### src/common/skip_sub_pkg.sv
package skip_sub_pkg;

   // operation codes handed over by the decoder
   typedef enum logic [4:0] {
      OP_NONE                 = 5'h00,
      OP_SUB_BORROW_MEM       = 5'h01,
      OP_DEC_SKIP_ZERO        = 5'h02,
      OP_DEC_TO_WORK_SKIP     = 5'h03,
      OP_SET_BYTE             = 5'h04,
      OP_SET_BIT              = 5'h05,
      OP_INC_SKIP_ZERO        = 5'h06,
      OP_INC_TO_WORK_SKIP     = 5'h07,
      OP_SKIP_NONZERO         = 5'h08,
      OP_SKIP_NONZERO_BIT     = 5'h09,
      OP_MINUS_TO_WORK        = 5'h0a,
      OP_MINUS_TO_MEMORY      = 5'h0b,
      OP_MINUS_IMM_TO_WORK    = 5'h0c,
      OP_NIBBLE_EXCHANGE      = 5'h0d,
      OP_NIBBLE_EXCHANGE_WORK = 5'h0e,
      OP_SKIP_IF_NULL         = 5'h0f,
      OP_LOAD_WORK_SKIP_NULL  = 5'h10,
      OP_SKIP_IF_NULL_BIT     = 5'h11
   } op_t;

   // sequencer states, one-hot
   typedef enum logic [1:0] {
      FSM_RUN   = 2'h1,
      FSM_DUMMY = 2'h2
   } fsm_t;

   localparam int BYTE_W = 8;
   localparam int NIB_W = 4;
   localparam int MSB = 7;
   localparam int BIT_SEL_W = 3;

   // flag vector layout
   localparam int FLAG_W = 6;
   localparam int FLG_WRAP = 0;
   localparam int FLG_Z = 1;
   localparam int FLG_NIB = 2;
   localparam int FLG_C = 3;
   localparam int FLG_SIGN = 4;
   localparam int FLG_MZ = 5;

   localparam logic [7:0] BYTE_ONES = 8'hff;
   localparam logic [7:0] BYTE_NULL = 8'h00;
   localparam logic [7:0] STEP_ONE = 8'h01;
   localparam logic [7:0] WORK_RESET = 8'h00;
   localparam logic [5:0] FLAGS_RESET = 6'h00;

   typedef struct packed {
      fsm_t fsm;
      logic ready;
      logic dummy;
      logic skip;
      logic mem_we;
      logic [7:0] mem_wdata;
      logic [7:0] work;
      logic [5:0] flags;
   } state_t;

   localparam state_t STATE_RESET = '{
      fsm: FSM_RUN, ready: 1'b1, dummy: 1'b0, skip: 1'b0, mem_we: 1'b0,
      mem_wdata: BYTE_NULL, work: WORK_RESET, flags: FLAGS_RESET};

endpackage

### src/hdl/bit_unit.sv
`timescale 1ns/1ps
// byte tests, bit select, bit set and nibble swap
module bit_unit import skip_sub_pkg::*; (
   input wire logic [7:0] data,
   input wire logic [2:0] bit_sel,
   output logic byte_zero,
   output logic bit_val,
   output logic [7:0] with_bit_set,
   output logic [7:0] swapped
);

   // one decoded lane per data bit
   genvar i;
   generate
      for (i = 0; i < BYTE_W; i++) begin : g_lane
         assign with_bit_set[i] = data[i] | (bit_sel == BIT_SEL_W'(i));
      end
   endgenerate

   assign byte_zero = (data == BYTE_NULL);
   assign bit_val = data[bit_sel];
   assign swapped = {data[NIB_W-1:0], data[BYTE_W-1:NIB_W]};

endmodule // bit_unit

### src/hdl/skip_sub_core.sv
// Summary of operation
// - subtract with borrow: memory gets work minus operand minus inverted borrow bit.
// - borrow bit cleared on negative result, set on positive or zero.
// - subtractions update wrap, null, nibble, borrow, sign and multibyte flags.
// - dec_skip_zero stores memory minus one, skips when the new value is zero.
// - dec_to_work_skip_zero puts memory minus one in work, skips on zero.
// - a taken skip adds one dummy cycle while the next fetch happens.
// - set byte writes all ones, flags untouched.
// - set bit forces the selected bit to one, flags untouched.
// - inc_skip_zero stores memory plus one, skips on zero, no flag change.
// - inc_to_work_skip_zero loads memory plus one into work, skips on zero.
// - skip_nonzero skips when the byte or selected bit is non-zero.
// - minus_to_work with memory operand stores work minus memory in work.
// - minus_to_memory writes work minus memory to memory, work kept.
// - minus_to_work immediate stores work minus immediate in work.
// - nibble_exchange swaps the halves of the memory byte in place.
// - nibble_exchange_to_work writes the swapped byte into work only.
// - skip_if_null skips when the memory byte is zero, no flag change.
// - load_work_skip_null copies memory to work, skips when it is zero.
// - bit form of skip_if_null skips when the selected bit is zero.
`timescale 1ns/1ps
module skip_sub_core import skip_sub_pkg::*; (
   input wire logic clk,
   input wire logic rst,
   input wire logic ce,
   input wire logic op_valid,
   input wire op_t op_code,
   input wire logic [7:0] mem_rdata,
   input wire logic [7:0] imm_data,
   input wire logic [2:0] bit_sel,
   output logic op_ready,
   output logic mem_we,
   output logic [7:0] mem_wdata,
   output logic [7:0] work_register,
   output logic signed_wrap_flag,
   output logic result_null_flag,
   output logic nibble_carry_flag,
   output logic borrow_inverse_bit,
   output logic signed_result_flag,
   output logic multibyte_null_flag,
   output logic skip_taken,
   output logic dummy_cycle
);

   state_t st_ff;
   state_t nxt_st;
   logic accept;
   logic skip_now;
   logic use_imm;
   logic with_borrow;
   logic [7:0] sub_b;
   logic [7:0] diff;
   logic no_borrow;
   logic nib_no_borrow;
   logic wrap;
   logic diff_zero;
   logic [5:0] sub_flags;
   logic [7:0] dec_val;
   logic [7:0] inc_val;
   logic byte_zero;
   logic bit_val;
   logic [7:0] with_bit_set;
   logic [7:0] swapped;

   // an operation is taken only while not in the dummy slot
   assign accept = ce & op_valid & st_ff.ready;
   assign use_imm = (op_code == OP_MINUS_IMM_TO_WORK);
   assign with_borrow = (op_code == OP_SUB_BORROW_MEM);
   assign sub_b = use_imm ? imm_data : mem_rdata;
   assign dec_val = mem_rdata - STEP_ONE;
   assign inc_val = mem_rdata + STEP_ONE;

   sub_unit u_sub (
      .minuend(st_ff.work),
      .subtrahend(sub_b),
      .no_borrow_in(with_borrow ? st_ff.flags[FLG_C] : 1'b1),
      .diff(diff),
      .no_borrow_out(no_borrow),
      .nib_no_borrow(nib_no_borrow),
      .signed_wrap(wrap)
   );

   bit_unit u_bit (
      .data(mem_rdata),
      .bit_sel(bit_sel),
      .byte_zero(byte_zero),
      .bit_val(bit_val),
      .with_bit_set(with_bit_set),
      .swapped(swapped)
   );

   // flag set common to every subtraction
   always_comb begin
      diff_zero = (diff == BYTE_NULL);
      sub_flags = st_ff.flags;
      sub_flags[FLG_WRAP] = wrap;
      sub_flags[FLG_Z] = diff_zero;
      sub_flags[FLG_NIB] = nib_no_borrow;
      sub_flags[FLG_C] = no_borrow;
      // true sign survives an overflow
      sub_flags[FLG_SIGN] = diff[MSB] ^ wrap;
      // chained borrow keeps zero only if every byte so far was zero
      sub_flags[FLG_MZ] = with_borrow ? (diff_zero & st_ff.flags[FLG_MZ]) : diff_zero;
   end

   // next state: one operation per cycle, skip costs one dummy cycle
   always_comb begin
      nxt_st = st_ff;
      skip_now = 1'b0;
      nxt_st.mem_we = 1'b0;
      nxt_st.skip = 1'b0;
      case (st_ff.fsm)
         FSM_RUN: begin
            nxt_st.ready = 1'b1;
            nxt_st.dummy = 1'b0;
            if (accept) begin
               case (op_code)
                  OP_SUB_BORROW_MEM, OP_MINUS_TO_MEMORY: begin
                     nxt_st.mem_we = 1'b1;
                     nxt_st.mem_wdata = diff;
                     nxt_st.flags = sub_flags;
                  end
                  OP_MINUS_TO_WORK, OP_MINUS_IMM_TO_WORK: begin
                     nxt_st.work = diff;
                     nxt_st.flags = sub_flags;
                  end
                  OP_DEC_SKIP_ZERO: begin
                     nxt_st.mem_we = 1'b1;
                     nxt_st.mem_wdata = dec_val;
                     skip_now = (dec_val == BYTE_NULL);
                  end
                  OP_DEC_TO_WORK_SKIP: begin
                     nxt_st.work = dec_val;
                     skip_now = (dec_val == BYTE_NULL);
                  end
                  OP_INC_SKIP_ZERO: begin
                     nxt_st.mem_we = 1'b1;
                     nxt_st.mem_wdata = inc_val;
                     skip_now = (inc_val == BYTE_NULL);
                  end
                  OP_INC_TO_WORK_SKIP: begin
                     nxt_st.work = inc_val;
                     skip_now = (inc_val == BYTE_NULL);
                  end
                  OP_SET_BYTE: begin
                     nxt_st.mem_we = 1'b1;
                     nxt_st.mem_wdata = BYTE_ONES;
                  end
                  OP_SET_BIT: begin
                     nxt_st.mem_we = 1'b1;
                     nxt_st.mem_wdata = with_bit_set;
                  end
                  OP_SKIP_NONZERO: begin
                     skip_now = ~byte_zero;
                  end
                  OP_SKIP_NONZERO_BIT: begin
                     skip_now = bit_val;
                  end
                  OP_NIBBLE_EXCHANGE: begin
                     nxt_st.mem_we = 1'b1;
                     nxt_st.mem_wdata = swapped;
                  end
                  OP_NIBBLE_EXCHANGE_WORK: begin
                     nxt_st.work = swapped;
                  end
                  OP_SKIP_IF_NULL: begin
                     skip_now = byte_zero;
                  end
                  OP_LOAD_WORK_SKIP_NULL: begin
                     nxt_st.work = mem_rdata;
                     skip_now = byte_zero;
                  end
                  OP_SKIP_IF_NULL_BIT: begin
                     skip_now = ~bit_val;
                  end
                  default: begin
                     nxt_st.mem_we = 1'b0;
                  end
               endcase
               if (skip_now) begin
                  // hold off the decoder for the dummy slot
                  nxt_st.skip = 1'b1;
                  nxt_st.ready = 1'b0;
                  nxt_st.dummy = 1'b1;
                  nxt_st.fsm = FSM_DUMMY;
               end
            end
         end
         FSM_DUMMY: begin
            nxt_st.ready = 1'b1;
            nxt_st.dummy = 1'b0;
            nxt_st.fsm = FSM_RUN;
         end
         default: begin
            nxt_st = STATE_RESET;
         end
      endcase
   end

   // single state register, frozen while ce is low unless rst is high
   always_ff @(posedge clk) begin
      if (rst) begin
         st_ff <= STATE_RESET;
      end else if (ce) begin
         st_ff <= nxt_st;
      end
   end

   // all outputs straight from the state register
   assign op_ready = st_ff.ready;
   assign mem_we = st_ff.mem_we;
   assign mem_wdata = st_ff.mem_wdata;
   assign work_register = st_ff.work;
   assign signed_wrap_flag = st_ff.flags[FLG_WRAP];
   assign result_null_flag = st_ff.flags[FLG_Z];
   assign nibble_carry_flag = st_ff.flags[FLG_NIB];
   assign borrow_inverse_bit = st_ff.flags[FLG_C];
   assign signed_result_flag = st_ff.flags[FLG_SIGN];
   assign multibyte_null_flag = st_ff.flags[FLG_MZ];
   assign skip_taken = st_ff.skip;
   assign dummy_cycle = st_ff.dummy;
endmodule // skip_sub_core

### src/hdl/sub_unit.sv
`timescale 1ns/1ps
// 8-bit subtractor with inverted-borrow input and output
module sub_unit import skip_sub_pkg::*; (
   input wire logic [7:0] minuend,
   input wire logic [7:0] subtrahend,
   input wire logic no_borrow_in,
   output logic [7:0] diff,
   output logic no_borrow_out,
   output logic nib_no_borrow,
   output logic signed_wrap
);

   logic [8:0] full;
   logic [4:0] low;

   // add the one's complement so carry out means no borrow
   always_comb begin
      full = {1'b0, minuend} + {1'b0, ~subtrahend} + {8'h00, no_borrow_in};
      low = {1'b0, minuend[NIB_W-1:0]} + {1'b0, ~subtrahend[NIB_W-1:0]}
            + {4'h0, no_borrow_in};
      diff = full[BYTE_W-1:0];
      no_borrow_out = full[BYTE_W];
      nib_no_borrow = low[NIB_W];
      // operands of unlike sign and result sign differs from minuend
      signed_wrap = (minuend[MSB] ^ subtrahend[MSB]) & (diff[MSB] ^ minuend[MSB]);
   end

endmodule // sub_unit

### config.mk
export PLATFORM = sky130hd
export DESIGN_NAME = skip_sub_core
export DESIGN_NICKNAME = d
export VERILOG_FILES = /design/src/common/skip_sub_pkg.sv /design/src/hdl/bit_unit.sv /design/src/hdl/skip_sub_core.sv /design/src/hdl/sub_unit.sv
export SDC_FILE = /design/constraint.sdc
export NUM_CORES = 1
export LEC_CHECK = 0
export ABC_AREA = 1
export ABC_CLOCK_PERIOD_IN_PS = 9100
export BUFFER_PORTS_ARGS = -buffer_cell sky130_fd_sc_hd__buf_2
export CAP_MARGIN = 30
export CORE_UTILIZATION = 45
export CTS_CLUSTER_SIZE = 8
export DETAILED_ROUTE_END_ITERATION = 8
export PLACE_DENSITY = 0.64
export SLEW_MARGIN = 30
export SYNTH_ARGS = -nofsm -noshare
export SYNTH_HDL_FRONTEND = slang
export SYNTH_SLANG_ARGS = --single-unit
### constraint.sdc
create_clock -name clk -period 9.1 [get_ports clk]
set_input_delay 1.365 -clock clk [delete_from_list [all_inputs] [get_ports clk]]
set_output_delay 1.365 -clock clk [all_outputs]
set_load 0.02 [all_outputs]
==> results.py <==
metrics = {
    "run_status": {
        "status": "finished, violations left",
        "violations": "design-rule violations",
    },
    "floorplanning": {
        "start_util_pct": 47.5,
        "die_h_um": 84.6,
        "ios": 54,
        "die_x_um": 84.6,
        "rows": 29,
        "core_area_um2": 6460,
        "die_area_um2": 7150,
    },
    "synthesis": {
        "netlist_area_um2": 3070,
        "synth_commonest_cells": "nand2_1 (142), nor2_1 (51), inv_1 (45)",
        "synth_seq_cells": 28,
        "async_flop_share_pct": 0,
        "ys_types": 38,
        "avgSynthCellArea_um2": 6.12,
        "synth-edff-count": 0,
        "syn_nets": 545,
        "yosysMostFrequentCell": "nand2_1",
        "synth_seq_area_share_pct": 18.3,
        "synth_top_area_cell": "dfxtp_1",
        "yosysWarnings": 0,
        "ys_top_cells_by_area": "dfxtp_1 (18%), nand2_1 (17%), nor2_1 (6.2%)",
        "ys.flop_type": "dfxtp_1",
        "synthesis.instances": 501,
        "synth.top_cell.area_share_pct": 18.3,
    },
    "route": {
        "drtIter0Drc": 329,
        "ant_nets": 0,
        "num_vias": 3332,
        "wl_met3_um": 713,
        "met2WireLength_um": 4000,
        "wl_per_cell_um": 15.1,
        "drc_errors": 6,
        "drt_wl_total_um": 9190,
        "top_layer": "met4",
        "via_per_inst": 5.47,
        "drt-met1-wl_um": 4340,
        "dr.pass1.iters": 7,
    },
    "flow_run": {
        "drv_cap": 0,
    },
    "final_layout": {
        "area_delta_synth_final_pct": 8.04,
        "n_antenna_cell": 0,
        "layout-drive-gt1-share_pct": 20.3,
        "register_area_um2": 561,
        "fillCellCount": 689,
        "final_area_um2": 3310,
        "layout.nets": 577,
        "final_util_pct": 51.3,
        "multi_input_area_um2": 2110,
    },
    "power": {
        "seqPwrFrac_pct": 42.0,
        "p_clk_share_pct": 26.6,
        "p_int_uw": 190,
        "p_per_area_nw_per_um2": 89.3,
        "power.switching_uw": 105,
        "swShare_pct": 35.6,
        "power_leakage_nw": 1.60,
        "p_comb_share_pct": 31.4,
        "ir_drop_mv": 0.0587,
    },
    "clock_tree": {
        "root_buffer": "clkbuf_8",
        "clk_latency_ns": 0.28,
        "post_cts_resized": 0,
        "cts_tree": "done",
        "cts_hold_buf": 0,
        "cts_buffer_depth": 2,
        "cts.sinks": 28,
        "post_cts_buffers": 0,
        "clkSlewWorstSetupHoldPaths_ns": 0.09,
        "cts-buffers-inserted": 3,
        "cts_max_level": 1,
    },
    "sta": {
        "slew_viol_final": 0,
        "final-setup-viol-count": 0,
        "min_period_ns": 4.25,
        "fmax_mhz": 235,
        "timing.final.crit_share_pct": 46.8,
        "hold_viol_final": 0,
        "maxSlewHeadroom_pct": 64.9,
        "finalClockSkew_ns": 0.00397,
        "finalSetupTns_ns": 0,
        "rsz0062_at_grt": "no",
        "worst_pin_slew_ns": 0.521,
    },
    "critical_path": {
        "arrival_ns": 4.41,
        "path_max_fanout": 4,
        "timing_worst_setup_path_type": "primary input to flip-flop",
        "start_kind": "primary input",
        "crit_path_end_kind": "flip-flop",
        "critPathRequiredTime_ns": 9.26,
        "crit_path_frequent_cell": "nor2_1",
        "crit_path_max_incr_delay_ns": 0.51,
        "crit_slowest_cell": "fa_1",
        "path_cells": "buf_2 -> nor2_1 -> inv_1 -> nor3_1 -> inv_1 -> or2_2 -> fa_1 -> nand4_1 -> o211ai_1 -> a21o_1 -> a21oi_1 -> fa_1 -> nand4_1 -> nor2_1 -> nand3_1 -> nor2_1 -> nand3_1 -> a21oi_1",
        "reg2reg_slack_ns": 6.41,
    },
    "global_routing": {
        "grt_max_degree": 26,
        "grt_first_pass_wirelength_um": 15500,
        "antenna_found_initial": 0,
        "grt_pass1_vias": 3129,
        "gr-total-overflow": 0,
        "grt_use_total_pct": 27.2,
    },
    "hold_path": {
        "hp-class": "flip-flop to flip-flop",
    },
    "place": {
        "portBuffers": 53,
        "dp_hpwl_um": 7410,
        "place_congestion": 1.04,
        "placed_area_um2": 3260,
    },
}
==> worst paths after layout <==
path / start / end / depth (start not counted)
max: op_code[3] / result_null_flag / 18
max reg2reg: borrow_inverse_bit / result_null_flag / 13
min: skip_taken / skip_taken / 2
min reg2reg: skip_taken / skip_taken / 2
==> power groups by stage <==
stage / Clock [mW] / Sequential (mW) / Combinational, mW
2_1_floorplan: 0 / 0.127 / 0.0646
3_3_place_gp: 0 / 0.127 / 0.0916
3_5_place_dp: 0 / 0.127 / 0.0912
4_1_cts: 0.0822 / 0.124 / 0.0918
5_1_grt: 0.0846 / 0.124 / 0.104
6_report: 0.0786 / 0.124 / 0.0928
==> cell usage in the layout, fill, tap and decap left out, types with 2 or more instances in the layout <==
master,count
a22oi_1,3
nor2_2,5
nand2_2,4
clkbuf_8,4
nand3_4,2
inv_2,11
o21ai_0,24
o211ai_1,2
a21oi_1,34
nand3_2,9
xor2_1,7
nand2_4,3
o2111ai_1,2
buf_2,53
nand2_1,142
fa_1,3
nor3_1,7
ha_1,13
xnor2_1,5
or2_2,3
a21oi_2,5
nand3_1,33
nand4_1,14
nor2_1,51
nor2_4,5
inv_1,45
o22ai_1,5
o21ai_1,4
dfxtp_1,28
==> routing by layer <==
metal  GRT usage, %  vias up
li1               -     1685
met1           38.6     1493
met2           44.3      140
met3           4.62       14
met4           3.85        0
met5              0        -
==> cell type report <==
| class | count | area share (%) |
|---|---|---|
| clock buffer | 4 | 1.66 |
| inverter | 58 | 6.68 |
| multi-input combinational | 389 | 63.8 |
| sequential | 28 | 16.9 |
| tap | 77 | 2.91 |
| timing repair buffer | 53 | 8.01 |
==> logic make-up (layout without fill, tap and decap cells) <==
| logic type | Yosys count | count (layout) | synth area share, % |
|---|---|---|---|
| AOI/OAI and AO/OA | 83 | 83 | 15.8 |
| xor gates and xnor gates | 12 | 12 | 3.43 |
| adders and majority gates | 16 | 16 | 7.26 |
| buffers and inverters | 84 | 115 | 12.8 |
| DFF | 28 | 28 | 18.3 |
| and+or+nand+nor | 278 | 278 | 42.5 |
==> worst max-delay path, delay by kind of cell <==
family,cells,cell delay [ns]
and+or+nand+nor,9,1.29
adders and majority gates,2,0.92
buffers and inverters,3,0.31
AOI/OAI and AO/OA,4,0.52
==> stage by stage <==
stage	hold WS [ns]	power, mW	worst slack (ns)	cells
final	0.462	0.296	4.85	609
after global routing	0.481	0.313	4.62	609
after CTS	0.465	0.298	4.89	609
after detailed placement	0.450	0.218	4.59	605
after global placement	0.449	0.219	4.66	605
after floorplan	0.444	0.192	5.05	501
==> sequential cells by signal, indices dropped and copies added (netlist names) <==
register and cells:
signed_result_flag 1, st_ff 2, work_register 8, nibble_carry_flag 1, borrow_inverse_bit 1, dummy_cycle 1
multibyte_null_flag 1, mem_wdata 8, signed_wrap_flag 1, result_null_flag 1, op_ready 1, mem_we 1
skip_taken 1
(Power assumes the default switching activity.)
